$ cat config.mk
export PLATFORM = sky130hd
export DESIGN_NAME = dspwm_top
export DESIGN_NICKNAME = d
export VERILOG_FILES = /design/src/rtl/dspwm_pkg.sv /design/src/rtl/dspwm_prescale.sv /design/src/rtl/dspwm_wave.sv /design/src/rtl/dspwm_top.sv
export SDC_FILE = /design/constraint.sdc
export NUM_CORES = 1
export LEC_CHECK = 0
export ABC_AREA = 1
export BUFFER_PORTS_ARGS = -buffer_cell sky130_fd_sc_hd__clkbuf_2
export CAP_MARGIN = 40
export CORE_MARGIN = 8
export CORE_UTILIZATION = 55
export DETAILED_ROUTE_END_ITERATION = 10
export PLACE_DENSITY = 0.77
export SLEW_MARGIN = 40
export SYNTH_ARGS = -nofsm -noshare
export SYNTH_HDL_FRONTEND = slang
export SYNTH_SLANG_ARGS = --single-unit
$ cat constraint.sdc
create_clock -name aclk -period 2.7 [get_ports aclk]
set_clock_uncertainty 0.1 [all_clocks]
set_input_delay 0.405 -clock aclk [delete_from_list [all_inputs] [get_ports aclk]]
set_output_delay 0.405 -clock aclk [all_outputs]
set_load 0.05 [all_outputs]
$ cat src/rtl/dspwm_pkg.sv
// Package for the dual-slope symmetric PWM timer.
// Shared by the top module and its two leaf modules; no clock of its own.
package dspwm_pkg;

  // ==========================================================================
  // Register map (byte addresses, 32-bit aligned words)
  localparam logic [11:0] ADDR_CONTROL_A  = 12'h080;
  localparam logic [11:0] ADDR_CONTROL_B  = 12'h084;
  localparam logic [11:0] ADDR_COMPARE_A  = 12'h088;
  localparam logic [11:0] ADDR_COMPARE_B  = 12'h08c;
  localparam logic [11:0] ADDR_CAPTURE    = 12'h090;
  localparam logic [11:0] ADDR_COUNT      = 12'h094;
  localparam logic [11:0] ADDR_FLAGS      = 12'h098;
  localparam logic [11:0] ADDR_DIRECTION  = 12'h09c;

  // ==========================================================================
  // Field positions and reset values
  localparam int          CTLA_COMA_LSB   = 6;
  localparam int          CTLA_COMB_LSB   = 4;
  localparam int          CTLA_WGM_LSB    = 0;
  localparam int          CTLB_WGMHI_LSB  = 3;
  localparam int          CTLB_CS_LSB     = 0;
  localparam logic [7:0]  CTLA_RESET      = 8'h00;
  localparam logic [7:0]  CTLA_WMASK      = 8'hf3;
  localparam logic [7:0]  CTLB_RESET      = 8'h00;
  localparam logic [7:0]  CTLB_WMASK      = 8'h1f;
  localparam logic [15:0] REG16_RESET     = 16'h0000;
  localparam int          FLAG_OVF        = 0;
  localparam int          FLAG_MATCH_A    = 1;
  localparam int          FLAG_MATCH_B    = 2;
  localparam int          FLAG_CAPTURE    = 3;

  // ==========================================================================
  // Encodings
  localparam logic [3:0]  WGM_PFC_CAPTURE = 4'h8;
  localparam logic [3:0]  WGM_PFC_COMPARE = 4'h9;
  localparam logic [1:0]  COM_OFF         = 2'h0;
  localparam logic [1:0]  COM_TOGGLE      = 2'h1;
  localparam logic [1:0]  COM_NONINV      = 2'h2;
  localparam logic [1:0]  COM_INV         = 2'h3;
  localparam logic [15:0] BOTTOM          = 16'h0000;
  localparam logic [1:0]  AXI_OKAY        = 2'h0;
  localparam logic [1:0]  AXI_SLVERR      = 2'h2;

  // Prescaler divide counts (N-1)
  localparam logic [9:0]  DIV_8           = 10'h007;
  localparam logic [9:0]  DIV_64          = 10'h03f;
  localparam logic [9:0]  DIV_256         = 10'h0ff;
  localparam logic [9:0]  DIV_1024        = 10'h3ff;

  typedef enum logic [2:0] {
    DSPWM_CS_STOP,
    DSPWM_CS_1,
    DSPWM_CS_8,
    DSPWM_CS_64,
    DSPWM_CS_256,
    DSPWM_CS_1024
  } dspwm_cs_t;

  // Per-channel compare event carried to the output unit
  typedef struct packed {
    logic       tick;
    logic       match;
    logic       counting_up;
    logic       at_bottom;
    logic [1:0] mode;
    logic       toggle_ok;
  } dspwm_cmp_t;

endpackage

$ cat src/rtl/dspwm_prescale.sv
// Prescaler producing the timer tick strobe from the I/O clock.
// Assumes aclk is the I/O clock; select comes from control register B.
`timescale 1ns/10ps
module dspwm_prescale
(
  input  wire logic                aclk,
  input  wire logic                aresetn,
  input  wire dspwm_pkg::dspwm_cs_t select,
  output logic                     tick
);

  logic [9:0] div_r;
  logic [9:0] limit;

  // ==========================================================================
  // Divide select
  always_comb
  begin
    case (select)
      dspwm_pkg::DSPWM_CS_8:    limit = dspwm_pkg::DIV_8;
      dspwm_pkg::DSPWM_CS_64:   limit = dspwm_pkg::DIV_64;
      dspwm_pkg::DSPWM_CS_256:  limit = dspwm_pkg::DIV_256;
      dspwm_pkg::DSPWM_CS_1024: limit = dspwm_pkg::DIV_1024;
      default:                  limit = 10'h000;
    endcase
  end

  // Strobe only, never a derived clock
  always_ff @(posedge aclk)
  begin
    if (!aresetn || select == dspwm_pkg::DSPWM_CS_STOP)
      div_r <= 10'h000;
    else if (div_r >= limit)
      div_r <= 10'h000;
    else
      div_r <= div_r + 10'h001;
  end

  assign tick = (select != dspwm_pkg::DSPWM_CS_STOP) && (div_r >= limit);

endmodule

$ cat src/rtl/dspwm_wave.sv
// One compare output unit: waveform register for one channel.
// Assumes events arrive from the counter in the top module.
`timescale 1ns/10ps
module dspwm_wave
(
  input  wire logic                  aclk,
  input  wire logic                  aresetn,
  input  wire dspwm_pkg::dspwm_cmp_t ev,
  output logic                       wave
);

  logic up_eff;

  // Bottom counts as rising and top as falling, so a compare at either end holds the pin steady
  assign up_eff = ev.counting_up || ev.at_bottom;

  // ==========================================================================
  // Waveform register
  always_ff @(posedge aclk)
  begin
    if (!aresetn)
      wave <= 1'b0;
    else if (ev.tick && ev.match)
    begin
      case (ev.mode)
        dspwm_pkg::COM_NONINV: wave <= !up_eff;
        dspwm_pkg::COM_INV:    wave <= up_eff;
        dspwm_pkg::COM_TOGGLE: wave <= ev.toggle_ok ? !wave : wave;
        default:               wave <= wave;
      endcase
    end
  end

endmodule

$ cat src/rtl/dspwm_top.sv
// Dual-slope symmetric PWM timer: counter, double-buffered compares, flags,
// two waveform pins and an AXI4-Lite register slave.
// Assumes a single 200 MHz clock and a synchronous active-low reset.
//
// Behaviour
// - Modes 8 and 9 select symmetric PWM
// - Count zero to top, back to zero
// - Clear on up match, set down match
// - Mode two non-inverted, three inverted
// - Top from capture (8) or compare A (9)
// - Top held for one tick
// - Match flag set on compare equality
// - Overflow flag set at bottom reload
// - Top flag is match A or capture
// - Compares reload from buffers at bottom
// - Pin driven only when direction output
// - Bottom compare low, top compare high
// - Mode 9 toggle gives 50% duty; here on pin A only, B toggle code disconnects the pin
// - Prescaler 1, 8, 64, 256, 1024
// - Fully synchronous, tick is enable
// - Control A field layout, resets zero
// - Mode zero disconnects the pin
// - High mode bits in control B
//
// Register access over AXI4-Lite was left to the implementer.
`timescale 1ns/10ps
module dspwm_top
(
  input  wire logic        aclk,
  input  wire logic        aresetn,
  input  wire logic [11:0] s_axi_awaddr,
  input  wire logic        s_axi_awvalid,
  output logic             s_axi_awready,
  input  wire logic [31:0] s_axi_wdata,
  input  wire logic [3:0]  s_axi_wstrb,
  input  wire logic        s_axi_wvalid,
  output logic             s_axi_wready,
  output logic [1:0]       s_axi_bresp,
  output logic             s_axi_bvalid,
  input  wire logic        s_axi_bready,
  input  wire logic [11:0] s_axi_araddr,
  input  wire logic        s_axi_arvalid,
  output logic             s_axi_arready,
  output logic [31:0]      s_axi_rdata,
  output logic [1:0]       s_axi_rresp,
  output logic             s_axi_rvalid,
  input  wire logic        s_axi_rready,
  input  wire logic [1:0]  port_data,
  output logic [1:0]       pin_out,
  output logic [1:0]       pin_oe
);

  logic [7:0]  ctla_r;
  logic [7:0]  ctlb_r;
  logic [15:0] buf_a_r;
  logic [15:0] buf_b_r;
  logic [15:0] cmp_a_r;
  logic [15:0] cmp_b_r;
  logic [15:0] capture_r;
  logic [15:0] count_r;
  logic        up_r;
  logic [3:0]  flags_r;
  logic [1:0]  dir_r;
  logic [11:0] awaddr_r;
  logic        aw_held_r;
  logic [31:0] wdata_r;
  logic [3:0]  wstrb_r;
  logic        w_held_r;
  logic [1:0]  waves;
  logic        tick;
  logic [3:0]  wgm;
  logic        pfc_mode;
  logic [15:0] top;
  logic        at_top;
  logic        at_bottom;
  logic        do_write;
  logic [3:0]  flag_set;
  logic [3:0]  flag_clr;
  logic [31:0] rd_word;
  logic        rd_hit;
  logic        wr_hit;
  dspwm_pkg::dspwm_cmp_t ev_a;
  dspwm_pkg::dspwm_cmp_t ev_b;

  // ==========================================================================
  // Mode decode
  assign wgm = {ctlb_r[dspwm_pkg::CTLB_WGMHI_LSB +: 2], ctla_r[dspwm_pkg::CTLA_WGM_LSB +: 2]};
  assign pfc_mode = (wgm == dspwm_pkg::WGM_PFC_CAPTURE) || (wgm == dspwm_pkg::WGM_PFC_COMPARE);
  assign top = (wgm == dspwm_pkg::WGM_PFC_COMPARE) ? cmp_a_r : capture_r;
  assign at_top = (count_r == top);
  assign at_bottom = (count_r == dspwm_pkg::BOTTOM);

  dspwm_prescale u_prescale
  (
    .aclk    (aclk),
    .aresetn (aresetn),
    .select  (dspwm_pkg::dspwm_cs_t'(ctlb_r[dspwm_pkg::CTLB_CS_LSB +: 3])),
    .tick    (tick)
  );

  // ==========================================================================
  // Counter: every value, top and bottom included, lasts one tick
  always_ff @(posedge aclk)
  begin
    if (!aresetn)
      count_r <= dspwm_pkg::REG16_RESET;
    else if (do_write && awaddr_r == dspwm_pkg::ADDR_COUNT)
      count_r <= wdata_r[15:0];
    else if (tick && pfc_mode)
    begin
      if (up_r && !at_top)
        count_r <= count_r + 16'h0001;
      else if (up_r)
        count_r <= count_r - 16'h0001;
      else if (!at_bottom)
        count_r <= count_r - 16'h0001;
      else
        count_r <= count_r + 16'h0001;
    end
  end

  // Direction reverses on the tick that leaves top or bottom
  always_ff @(posedge aclk)
  begin
    if (!aresetn)
      up_r <= 1'b1;
    else if (tick && pfc_mode)
    begin
      if (up_r && at_top)
        up_r <= 1'b0;
      else if (!up_r && at_bottom)
        up_r <= 1'b1;
    end
  end

  // ==========================================================================
  // Double-buffered compares: write goes to buffer, reload at bottom
  always_ff @(posedge aclk)
  begin
    if (!aresetn)
    begin
      cmp_a_r <= dspwm_pkg::REG16_RESET;
      cmp_b_r <= dspwm_pkg::REG16_RESET;
    end
    else if (!pfc_mode)
    begin
      cmp_a_r <= buf_a_r;
      cmp_b_r <= buf_b_r;
    end
    else if (tick && at_bottom)
    begin
      cmp_a_r <= buf_a_r;
      cmp_b_r <= buf_b_r;
    end
  end

  // ==========================================================================
  // Flags: set wins over a same-cycle write-one-to-clear
  always_comb
  begin
    flag_set = 4'h0;
    if (tick && pfc_mode)
    begin
      flag_set[dspwm_pkg::FLAG_OVF]     = at_bottom;
      flag_set[dspwm_pkg::FLAG_MATCH_A] = (count_r == cmp_a_r);
      flag_set[dspwm_pkg::FLAG_MATCH_B] = (count_r == cmp_b_r);
      flag_set[dspwm_pkg::FLAG_CAPTURE] = at_top && (wgm == dspwm_pkg::WGM_PFC_CAPTURE);
    end
  end

  assign flag_clr = (do_write && awaddr_r == dspwm_pkg::ADDR_FLAGS && wstrb_r[0]) ? wdata_r[3:0] : 4'h0;

  always_ff @(posedge aclk)
  begin
    if (!aresetn)
      flags_r <= 4'h0;
    else
      flags_r <= (flags_r & ~flag_clr) | flag_set;
  end

  // ==========================================================================
  // Output compare units
  assign ev_a = '{tick: tick && pfc_mode, match: count_r == cmp_a_r, counting_up: up_r && !at_top,
                  at_bottom: at_bottom, mode: ctla_r[dspwm_pkg::CTLA_COMA_LSB +: 2],
                  toggle_ok: wgm == dspwm_pkg::WGM_PFC_COMPARE};
  assign ev_b = '{tick: tick && pfc_mode, match: count_r == cmp_b_r, counting_up: up_r && !at_top,
                  at_bottom: at_bottom, mode: ctla_r[dspwm_pkg::CTLA_COMB_LSB +: 2],
                  toggle_ok: 1'b0};

  dspwm_wave u_wave_a
  (
    .aclk    (aclk),
    .aresetn (aresetn),
    .ev      (ev_a),
    .wave    (waves[0])
  );

  dspwm_wave u_wave_b
  (
    .aclk    (aclk),
    .aresetn (aresetn),
    .ev      (ev_b),
    .wave    (waves[1])
  );

  // Pin mux: compare unit overrides port data unless disconnected
  always_ff @(posedge aclk)
  begin
    if (!aresetn)
    begin
      pin_out <= 2'h0;
      pin_oe  <= 2'h0;
    end
    else
    begin
      pin_oe <= dir_r;
      pin_out[0] <= (ctla_r[dspwm_pkg::CTLA_COMA_LSB +: 2] == dspwm_pkg::COM_OFF) ? port_data[0] : waves[0];
      // Channel B toggle code is disconnected as well
      pin_out[1] <= (ctla_r[dspwm_pkg::CTLA_COMB_LSB +: 2] inside {dspwm_pkg::COM_OFF, dspwm_pkg::COM_TOGGLE})
                    ? port_data[1] : waves[1];
    end
  end

  // ==========================================================================
  // AXI4-Lite write: address and data held independently
  assign do_write = aw_held_r && w_held_r && !s_axi_bvalid;

  always_ff @(posedge aclk)
  begin
    if (!aresetn)
    begin
      aw_held_r <= 1'b0;
      awaddr_r  <= 12'h000;
    end
    else if (do_write)
      aw_held_r <= 1'b0;
    else if (s_axi_awvalid && s_axi_awready)
    begin
      aw_held_r <= 1'b1;
      awaddr_r  <= {s_axi_awaddr[11:2], 2'b00};
    end
  end

  always_ff @(posedge aclk)
  begin
    if (!aresetn)
    begin
      w_held_r <= 1'b0;
      wdata_r  <= 32'h0000_0000;
      wstrb_r  <= 4'h0;
    end
    else if (do_write)
      w_held_r <= 1'b0;
    else if (s_axi_wvalid && s_axi_wready)
    begin
      w_held_r <= 1'b1;
      wdata_r  <= s_axi_wdata;
      wstrb_r  <= s_axi_wstrb;
    end
  end

  assign s_axi_awready = !aw_held_r && !s_axi_bvalid;
  assign s_axi_wready  = !w_held_r && !s_axi_bvalid;

  assign wr_hit = awaddr_r inside {dspwm_pkg::ADDR_CONTROL_A, dspwm_pkg::ADDR_CONTROL_B,
                  dspwm_pkg::ADDR_COMPARE_A, dspwm_pkg::ADDR_COMPARE_B, dspwm_pkg::ADDR_CAPTURE,
                  dspwm_pkg::ADDR_COUNT, dspwm_pkg::ADDR_FLAGS, dspwm_pkg::ADDR_DIRECTION};

  always_ff @(posedge aclk)
  begin
    if (!aresetn)
    begin
      s_axi_bvalid <= 1'b0;
      s_axi_bresp  <= dspwm_pkg::AXI_OKAY;
    end
    else if (do_write)
    begin
      s_axi_bvalid <= 1'b1;
      s_axi_bresp  <= wr_hit ? dspwm_pkg::AXI_OKAY : dspwm_pkg::AXI_SLVERR;
    end
    else if (s_axi_bready)
      s_axi_bvalid <= 1'b0;
  end

  // Register stores; compare buffers and capture honour two byte lanes
  always_ff @(posedge aclk)
  begin
    if (!aresetn)
    begin
      ctla_r    <= dspwm_pkg::CTLA_RESET;
      ctlb_r    <= dspwm_pkg::CTLB_RESET;
      buf_a_r   <= dspwm_pkg::REG16_RESET;
      buf_b_r   <= dspwm_pkg::REG16_RESET;
      capture_r <= dspwm_pkg::REG16_RESET;
      dir_r     <= 2'h0;
    end
    else if (do_write)
    begin
      case (awaddr_r)
        dspwm_pkg::ADDR_CONTROL_A:
          if (wstrb_r[0]) ctla_r <= wdata_r[7:0] & dspwm_pkg::CTLA_WMASK;
        dspwm_pkg::ADDR_CONTROL_B:
          if (wstrb_r[0]) ctlb_r <= wdata_r[7:0] & dspwm_pkg::CTLB_WMASK;
        dspwm_pkg::ADDR_COMPARE_A:
        begin
          if (wstrb_r[0]) buf_a_r[7:0]  <= wdata_r[7:0];
          if (wstrb_r[1]) buf_a_r[15:8] <= wdata_r[15:8];
        end
        dspwm_pkg::ADDR_COMPARE_B:
        begin
          if (wstrb_r[0]) buf_b_r[7:0]  <= wdata_r[7:0];
          if (wstrb_r[1]) buf_b_r[15:8] <= wdata_r[15:8];
        end
        dspwm_pkg::ADDR_CAPTURE:
        begin
          if (wstrb_r[0]) capture_r[7:0]  <= wdata_r[7:0];
          if (wstrb_r[1]) capture_r[15:8] <= wdata_r[15:8];
        end
        dspwm_pkg::ADDR_DIRECTION:
          if (wstrb_r[0]) dir_r <= wdata_r[1:0];
        default:
          ctla_r <= ctla_r;
      endcase
    end
  end

  // ==========================================================================
  // AXI4-Lite read: one-cycle answer after the address is taken
  always_comb
  begin
    rd_hit  = 1'b1;
    rd_word = 32'h0000_0000;
    case ({s_axi_araddr[11:2], 2'b00})
      dspwm_pkg::ADDR_CONTROL_A: rd_word = {24'h000000, ctla_r};
      dspwm_pkg::ADDR_CONTROL_B: rd_word = {24'h000000, ctlb_r};
      dspwm_pkg::ADDR_COMPARE_A: rd_word = {16'h0000, buf_a_r};
      dspwm_pkg::ADDR_COMPARE_B: rd_word = {16'h0000, buf_b_r};
      dspwm_pkg::ADDR_CAPTURE:   rd_word = {16'h0000, capture_r};
      dspwm_pkg::ADDR_COUNT:     rd_word = {16'h0000, count_r};
      dspwm_pkg::ADDR_FLAGS:     rd_word = {27'h0000000, up_r, flags_r};
      dspwm_pkg::ADDR_DIRECTION: rd_word = {30'h00000000, dir_r};
      default:                   rd_hit  = 1'b0;
    endcase
  end

  assign s_axi_arready = !s_axi_rvalid;

  always_ff @(posedge aclk)
  begin
    if (!aresetn)
    begin
      s_axi_rvalid <= 1'b0;
      s_axi_rdata  <= 32'h0000_0000;
      s_axi_rresp  <= dspwm_pkg::AXI_OKAY;
    end
    else if (s_axi_arvalid && s_axi_arready)
    begin
      s_axi_rvalid <= 1'b1;
      s_axi_rdata  <= rd_word;
      s_axi_rresp  <= rd_hit ? dspwm_pkg::AXI_OKAY : dspwm_pkg::AXI_SLVERR;
    end
    else if (s_axi_rready)
      s_axi_rvalid <= 1'b0;
  end

endmodule

# Yosys cells after proc, flatten, opt, wreduce, memory -nomap -nowiden

Index checks and enable logic that the tools add are counted.

Register bits after elaboration: 198
Input port bits: 69
Word-level logic and storage cells: 160

$add $sub $neg: 3
Magnitude comparators: 1
Equality and inequality tests: 33
Muxes and demuxes: 28
Bitwise gates (word level): 5
Reductions and logical operators: 61

Operator list:

| operator                                              | count |
|---|---|
| equality test 10 x 6 -> 1 bit (second input constant) | 16 |
| two-way mux 16 bit                                    | 10 |
| one-hot mux 16 bit (8 select lines)                   | 1 |
| equality test 16 bit                                  | 3 |
| one-hot mux 10 bit (4 select lines)                   | 1 |
| AND reduction 3 bit                                   | 10 |
| logical AND 1 bit                                     | 19 |
| adder 16 x 1 -> 16 bit (second input constant)        | 1 |
| zero test 16 bit                                      | 1 |
| subtractor 16 x 1 -> 16 bit (second input constant)   | 1 |
| nonzero test 2 bit                                    | 6 |
| adder 10 x 1 -> 10 bit (second input constant)        | 1 |
| >= comparator 10 bit                                  | 1 |
| two-way mux 1 bit                                     | 10 |
| zero test 1 bit                                       | 9 |
| equality test 2 bit (second input constant)           | 4 |
| equality test 4 bit (second input constant)           | 2 |
| two-way mux 4 bit                                     | 2 |
| AND reduction 2 bit                                   | 4 |
| nonzero test 8 bit                                    | 1 |
| OR reduction 8 bit                                    | 1 |
| equality test 3 x 2 -> 1 bit (second input constant)  | 2 |
| equality test 3 bit (second input constant)           | 2 |
| nonzero test 3 bit                                    | 2 |
| 13 further kinds                                      | 21 |

# Longest topological paths before layout

Gate-level depths: netlist of the first run.

Word-level depth: 8
Mapped depth: 19
Depth with buffers taken out: 18

# Modules after synthesis

A second synthesis of the first run with hierarchy kept.

Cells, all modules: 1,394
Area, all modules: 9,506.6 sq um

Modules (own cells, without submodules):

| module         | times used | cells each | area an instance (sq um) | sequential area each (sq um) |
|---|---|---|---|---|
| dspwm_top      | 1          | 1,245      | 8,550.7                  | 3,363.2 |
| dspwm_prescale | 1          | 101        | 738.2                    | 200.2 |
| dspwm_wave     | 2          | 24         | 108.9                    | 20.0 |

# Worst setup path after synthesis of the first run

Ideal clock, no wire load.

Kind: register to register
Start point: register ctlb_r[1]
End point: register count_r[14]
Setup time: 65 ps
Data arrival time: 2,308 ps
Path slack: 226 ps
Cell stages (with the launch flop): 17
Buffers on the path: 1
Clock period less this slack: 2,474 ps
Path through: dfxtp_1 > inv_1 > ha_1 > a31oi_1 > ha_1 > a21oi_1 > o21ai_0 > nand2_1 > nand4_1 > nand2_1 > inv_1 > nand2_1 > nand2_1 > buf_2 > o22ai_1 > a21oi_1 > nor2_1

Word-level cells in the longest chain between the ends: 6
Elaborated cells between the ends (all ways): 10
Those cells by class: order compare: 1; eq/ne: 4; mux: 1; reduce/logical: 4

RTL lines:

| what                                                                | line                 | text |
|---|---|---|
| start, declared                                                     | dspwm_top.sv:54      | `logic [7:0] ctlb_r;` |
| start signal, assigned                                              | dspwm_top.sv:291     | `ctlb_r <= dspwm_pkg::CTLB_RESET;` |
| start signal, assigned                                              | dspwm_top.sv:303     | `if (wstrb_r[0]) ctlb_r <= wdata_r[7:0] & dspwm_pkg::CTLB_WMASK;` |
| equality test 3 bit or equality test 3 x 2 -> 1 bit (tied branches) | dspwm_prescale.sv:19 | `case (select)` |
| one-hot mux 10 bit (4 select lines)                                 | dspwm_prescale.sv:19 |  |
| >= comparator 10 bit                                                | dspwm_prescale.sv:39 | `assign tick = (select != dspwm_pkg::DSPWM_CS_STOP) && (div_r >= limit);` |
| logical AND 1 bit *                                                 | dspwm_prescale.sv:39 |  |
| logical AND 1 bit *                                                 | dspwm_top.sv:109     | `else if (tick && pfc_mode)` |
| nonzero test 2 bit (no source line) *                               | -                    |  |
| end signal, assigned                                                | dspwm_top.sv:108     | `count_r <= wdata_r[15:0];` |
| end signal, assigned                                                | dspwm_top.sv:112     | `count_r <= count_r + 16'h0001;` |
| end signal, assigned                                                | dspwm_top.sv:114     | `count_r <= count_r - 16'h0001;` |
| end, declared                                                       | dspwm_top.sv:60      | `logic [15:0] count_r;` |

Mark *: on every way between the ends. The rest lies on a longest branch, timed or not.
A chain may end at the register's enable or synchronous reset.

# Final worst setup path of the first run

Start point: register ctlb_r[1]
End point: register count_r[13]

The elaborated chain is that of the path after synthesis.

==> impl_metrics.tcl, run 1 <==
set metrics [dict create \
    drv_cap 0 \
    cts_max_level 4 \
    critPathMaxFanout 6 \
    die_area_um2 21400 \
    hold_violations 0 \
    coreArea_um2 16600 \
    drc 0 \
    cts_tree "yes" \
    rsz0062_at_grt "yes" \
    yosysTopAreaCellShare_pct 38.5 \
    syn_area_per_cell_um2 6.95 \
    grt-ovfl-total 0 \
    wire_per_inst_um 16.9 \
    die_w_um 146 \
    syn_inst 1346 \
    start_util_pct 56.4 \
    drtAntennaViolNets 0 \
    drive_above_1_share_pct 14.2 \
    ir_drop_v 0.000457 \
    vias_per_cell 5.72 \
    pin_count 114 \
    totalWireLength_mm 28.0 \
    grt_pass1_wl_mm 44.7 \
    cp_data_arrival_time_ns 2.82 \
    finish.utilization_pct 65.3 \
    crit_required_ns 2.97 \
    synth_cell_types 42 \
    ys_top_cells_by_area "dfxtp_1 39%, nand2_1 9.2%, a21oi_1 6.5%" \
    ys_seq_area_share_pct 38.5 \
    status "finished clean" \
    synth_warnings 0 \
    port_buffers 73 \
    drtPass1Iterations 7 \
    fin_crit_ns 2.54 \
    cts.sink_count 180 \
    ys_ff_latch 180 \
    cp-start-kind "register" \
    clk_pin_slew_worst_paths_ns 0.07 \
    grtUsageTotal_pct 25.6 \
    p_leak_nw 4.55 \
    antenna_found_initial 0 \
    fin_tns_setup_ns 0 \
    vias 9489 \
    final_cell_area_um2 10800 \
    grt_max_degree 94 \
    drt_iter0_markers 1017 \
    grt_pass1_vias 8652 \
    maxSlewHeadroom_pct 54.6 \
    hpwl_mm 20.1 \
    die_y_um 146 \
    num_rows 47 \
    clock_latency_ns 0.44 \
    min_path_type "input pin to register" \
    nets 1509 \
    clockRootBuffer "clkbuf_16" \
    ctsHoldBuffers 0 \
    hold_ws_ns 0.100 \
    area.growth.synth_to_final_pct 15.9 \
    setup_viol 0 \
    synth_area_leader_cell "dfxtp_1" \
    fmax_mhz 393 \
    cp-end-kind "register" \
    drv_slew 0 \
    num_antenna_cells 0 \
    place.gp.congestion 0.965 \
    synth_area_um2 9350 \
    worst_pin_slew_ns 0.680 \
    place_area_um2 10000 \
    powerDensity_nw_per_um2 534 \
    timing.final.crit_share_pct 94.3 \
    critPathKind "register to register" \
    cts.path.max_buffers 2 \
    numCtsBuffers 17 \
]
cell usage in the layout (no fill, tap or decap), drive strengths merged, types with 3 or more instances in the layout:
master  netlist  routed
nor3         14      14
bufinv        0       3
nor2        159     159
xor2         34      34
a22oi         4       4
o22ai        35      35
nand3        79      79
nand2       233     233
dfxtp       180     180
or2           6       6
o21ai       130     130
clkinv        6       8
a21oi       121     121
conb          1      18
clkbuf       34      91
nor4          6       6
xnor2        13      13
nand4        21      21
a211oi       40      40
o221ai        3       3
inv         145     152
buf          52      57
o211ai        3       3
nand3b        3       3
ha           14      14
power by group:
group	switching (mW)	internal (mW)	leakage [nW]	total (mW)
Combinational	0.302	0.0877	2.79	0.390
Clock	1.15	1.51	0.303	2.67
Sequential	0.0291	2.70	1.46	2.73
Total	1.48	4.30	4.55	5.79
cell families (layout without fill, tap and decap cells):
group	Yosys count	count (layout)	synth area share, %
and+or+nand+nor	522	522	23.6
AOI/OAI and AO/OA	345	345	20.6
buffers and inverters	237	313	10.9
DFF	180	180	38.5
xor gates and xnor gates	47	47	4.40
adders and majority gates	14	14	1.87
other	1	18	0.0401
what timing repair did:
item | in CTS | in global routing
endpoints found under the hold margin | 0 | 0
pin swaps | 0 | 8
setup endpoints to repair | 16 | 49
gates resized for setup | 6 | 29
cloned | 0 | 1
buffers inserted | 0 | 1
through the flow:
stage               setup slack (ns)  power (mW)  cells
CTS                           0.0312        5.80   1657
detailed placement           -0.0795        3.18   1625
global route                 -0.0274        5.96   1659
global placement              -0.198        3.17   1625
finish                         0.155        5.79   1659
floorplan                      0.226        3.08   1363
registers in the layout, summed over array words and instances (netlist names), 4 cells and up:
name and cells:
u_prescale.div_r 10, capture_r 16, ctla_r 6, cmp_b_r 16
flags_r 4, buf_a_r 16, buf_b_r 16, ctlb_r 5
cmp_a_r 16, awaddr_r 10, count_r 16, wdata_r 16
s_axi_rdata 16
routing by layer:
layer	vias to the layer above	track usage [%]	part of all wire, %
li1	4607	-	-
met1	4376	35.2	44
met2	456	39.5	45
met3	50	5.16	9.5
met4	0	7.68	1.9
met5	-	0	0
synthesized netlist by cell type (all sizes together):
cell type	n
nand2	233
dfxtp	180
nor2	159
inv	145
o21ai	130
a21oi	121
nand3	79
buf	52
a211oi	40
o22ai	35
clkbuf	34
xor2	34
nand4	21
ha	14
nor3	14
xnor2	13
clkinv	6
nor4	6
or2	6
a22oi	4
nand3b	3
o211ai	3
o221ai	3
a31oi	2
o2111ai	2
o21a	2
conb	1
nor3b	1
o211a	1
o31ai	1
o41ai	1
worst max-delay path: stages, from the launching register on:
cell and delay [ns]:
dfxtp_2 0.34, inv_2 0.05, ha_4 0.16, a31oi_4 0.26
ha_4 0.25, a21oi_1 0.12, o21ai_1 0.08, nand2_1 0.06
nand4_1 0.12, nand2_1 0.11, inv_2 0.05, nand2_4 0.08
buf_6 0.14, nand2_4 0.07, buf_6 0.16, o22ai_1 0.12
inv_1 0.08, a21oi_2 0.13
worst paths after layout:
path / depth (start not counted) / from / slack, ns / end
setup reg to reg: 17 / ctlb_r[1]$_SDFFE_PN0P_ / 0.16 / count_r[13]$_SDFFE_PN0P_
hold / removal: 3 / port_data[1] / 0.10 / pin_out[1]$_SDFF_PN0_
hold reg to reg: 2 / dir_r[1]$_SDFFE_PN0P_ / 0.33 / pin_oe[1]$_SDFF_PN0_
setup / recovery: 17 / ctlb_r[1]$_SDFFE_PN0P_ / 0.16 / count_r[13]$_SDFFE_PN0P_
layout make-up:
type | count | area (µm²)
flip-flops and latches | 180 | 3610
fillers | 1464 | 5750
clock inverters | 14 | 191
multi-input cells | 946 | 4940
inverters | 151 | 569
clock buffers | 18 | 439
repair buffers | 130 | 817
well taps | 220 | 275
No activity file was read; power rests on OpenSTA's default activity.
==> run 2, diff against run 1 <==
--- a/config.mk
+++ b/config.mk
@@ -9,9 +9,10 @@
 export BUFFER_PORTS_ARGS = -buffer_cell sky130_fd_sc_hd__clkbuf_2
 export CAP_MARGIN = 40
 export CORE_MARGIN = 8
-export CORE_UTILIZATION = 55
+export CORE_UTILIZATION = 30
 export DETAILED_ROUTE_END_ITERATION = 10
-export PLACE_DENSITY = 0.77
+export HOLD_SLACK_MARGIN = 0.05
+export PLACE_DENSITY = 0.48
 export SLEW_MARGIN = 40
 export SYNTH_ARGS = -nofsm -noshare
 export SYNTH_HDL_FRONTEND = slang
==> run 2 against run 1 <==
Register-to-register slack better by 0.097 ns. Cell count up 11%. Maximum frequency is 4.0% higher. Clock power decreased by 1%. Utilization fell by 29 points. Final area is 2.3% higher. Routed wire length rose by 11%. Non-clock buffer count grew 11. Largest power group unchanged.
==> impl_metrics.tcl, run 2 (synthesis gave the netlist of run 1 again) <==
set metrics [dict create \
    status "finished clean" \
    num_rows 64 \
    fin_crit_ns 2.45 \
    reg2reg_depth 16 \
    timing.final.crit_share_pct 90.7 \
    crit_slowest_cell "dfxtp_2" \
    critPathKind "register to register" \
    hold_depth 3 \
    most-common-layout-cells "227 x nand2_1, 178 x dfxtp_1, 153 x nor2_1" \
    dp_slack_ns 0.00794 \
    antenna_found_initial 0 \
    die_y_um 193 \
    worst_hold_startpoint "port_data[1]" \
    drt_iter0_markers 690 \
    critPathMaxStageDelay_ns 0.33 \
    reg2reg_from "ctlb_r[1]$_SDFFE_PN0P_" \
    ctsHoldBuffers 0 \
    grt_pass1_vias 8569 \
    min_path_type "input pin to register" \
    cp_data_arrival_time_ns 2.68 \
    drv_slew 0 \
    wire_per_inst_um 16.8 \
    drc 0 \
    die_w_um 193 \
    worst_pin_slew_ns 0.619 \
    hold_ws_ns 0.108 \
    drtAntennaViolNets 0 \
    clock_latency_ns 0.45 \
    grt_pass1_wl_mm 48.8 \
    reg2reg_setup_slack_ns 0.25 \
    grt-ovfl-total 0 \
    nets 1520 \
    hpwl_mm 23.2 \
    r2r-end "count_r[12]$_SDFFE_PN0P_" \
    grtUsageTotal_pct 16.9 \
    drv_cap 0 \
    p_leak_nw 4.60 \
    drtPass1Iterations 5 \
    totalWireLength_mm 31.1 \
    critPathMaxFanout 18 \
    powerDensity_nw_per_um2 520 \
    clk_pin_slew_worst_paths_ns 0.08 \
    whs_endpoint "pin_out[1]$_SDFF_PN0_" \
    cp-start-kind "register" \
    port_buffers 73 \
    path_cells "inv_1 > ha_2 > inv_1 > ha_1 > nand2_1 > nor2_1 > o211ai_1 > nand4_1 > nand2_1 > inv_2 > nand2_4 > nand2_2 > buf_12 > o22ai_1 > a21oi_1 > nor2_1" \
    setup_viol 0 \
    maxSlewHeadroom_pct 58.7 \
    vias_per_cell 4.92 \
    cts.sink_count 180 \
    coreArea_um2 30700 \
    cp-end-kind "register" \
    pin_count 114 \
    area.growth.synth_to_final_pct 18.6 \
    grt_max_degree 94 \
    cts.path.max_buffers 2 \
    ir_drop_v 0.000381 \
    drive_above_1_share_pct 14.1 \
    crit_required_ns 2.93 \
    final_cell_area_um2 11100 \
    num_antenna_cells 0 \
    hold_violations 0 \
    final_common_cell "nand2_1" \
    place.gp.congestion 0.859 \
    cts_max_level 4 \
    die_area_um2 37100 \
    vias 9074 \
    fin_total_pwr_mw 5.77 \
    fin_ws_ns 0.252 \
    start_util_pct 30.5 \
    clockRootBuffer "clkbuf_16" \
    numCtsBuffers 17 \
    fmax_mhz 408 \
    place_area_um2 10400 \
    cts_tree "yes" \
]
## run 2: cell count changes in the layout (fill, tap and decap cells not counted), moves of 2 or more
cell | previous run | this run
buf_12 | 1 | 6
a21oi_2 | 3 | 0
ha_1 | 9 | 12
o22ai_1 | 31 | 35
ha_4 | 5 | 1
nor2_2 | 2 | 4
buf_6 | 3 | 0
buf_4 | 53 | 62
a21oi_1 | 118 | 121
o22ai_2 | 4 | 0
## run 2: worst max path at each step
stage / endpoint / startpoint / slack (ns)
2_1_floorplan: count_r[14]$_SDFFE_PN0P_ / ctlb_r[1]$_SDFFE_PN0P_ / 0.23
3_3_place_gp: count_r[3]$_SDFFE_PN0P_ / ctlb_r[1]$_SDFFE_PN0P_ / 0.04
3_5_place_dp: count_r[6]$_SDFFE_PN0P_ / ctlb_r[1]$_SDFFE_PN0P_ / 0.008
4_1_cts: count_r[8]$_SDFFE_PN0P_ / ctlb_r[1]$_SDFFE_PN0P_ / 0.05
5_1_grt: cmp_b_r[3]$_SDFFE_PN0P_ / ctlb_r[1]$_SDFFE_PN0P_ / -0.002
6_report: count_r[12]$_SDFFE_PN0P_ / ctlb_r[1]$_SDFFE_PN0P_ / 0.25
## run 2: routing by layer
metal,global-route usage (%),share of wire [%],up-vias
met3,2.48,4.3,22
met5,0,0,-
met1,23.9,50,4187
met2,26.3,44,237
met4,4.35,1.5,0
li1,-,-,4628
## run 2: worst max-delay path, delay by kind of cell (launching register included)
family | cells | cell delay [ns]
flops | 1 | 0.33
fa+ha+maj | 2 | 0.50
buf+inv | 4 | 0.41
compound gates | 3 | 0.34
simple gates | 7 | 0.66
## run 2: repair_timing
action / in CTS / in global routing
cloned: 0 / 0
pin swaps: 0 / 1
hold endpoints to repair: 0 / 0
setup endpoints to repair: 8 / 51
gates resized for setup: 1 / 20
setup buffers: 0 / 1
## run 2: area by class of cell
class	instances	area, µm²
Fill cell	3291	19600
Multi-Input combinational cell	946	4850
Sequential cell	180	3610
Timing Repair Buffer	141	951
Inverter	151	569
Tap cell	396	495
Clock buffer	17	425
Clock inverter	15	190
## run 2: report_power, final
| part | internal (mW) | switching, mW | leakage [nW] |
|---|---|---|---|
| clock network | 1.41 | 1.22 | 0.299 |
| registers | 2.70 | 0.0293 | 1.46 |
| logic | 0.0939 | 0.310 | 2.84 |
| total | 4.21 | 1.56 | 4.60 |
## run 2: metrics by stage
stage	setup TNS, ns	utilization (%)	instances
global route	-0.00212	36.1	1846
finish	0	36.1	1846
floorplan	0	-	1363
global placement	0	33.9	1813
CTS	0	35.9	1845
detailed placement	0	33.9	1813
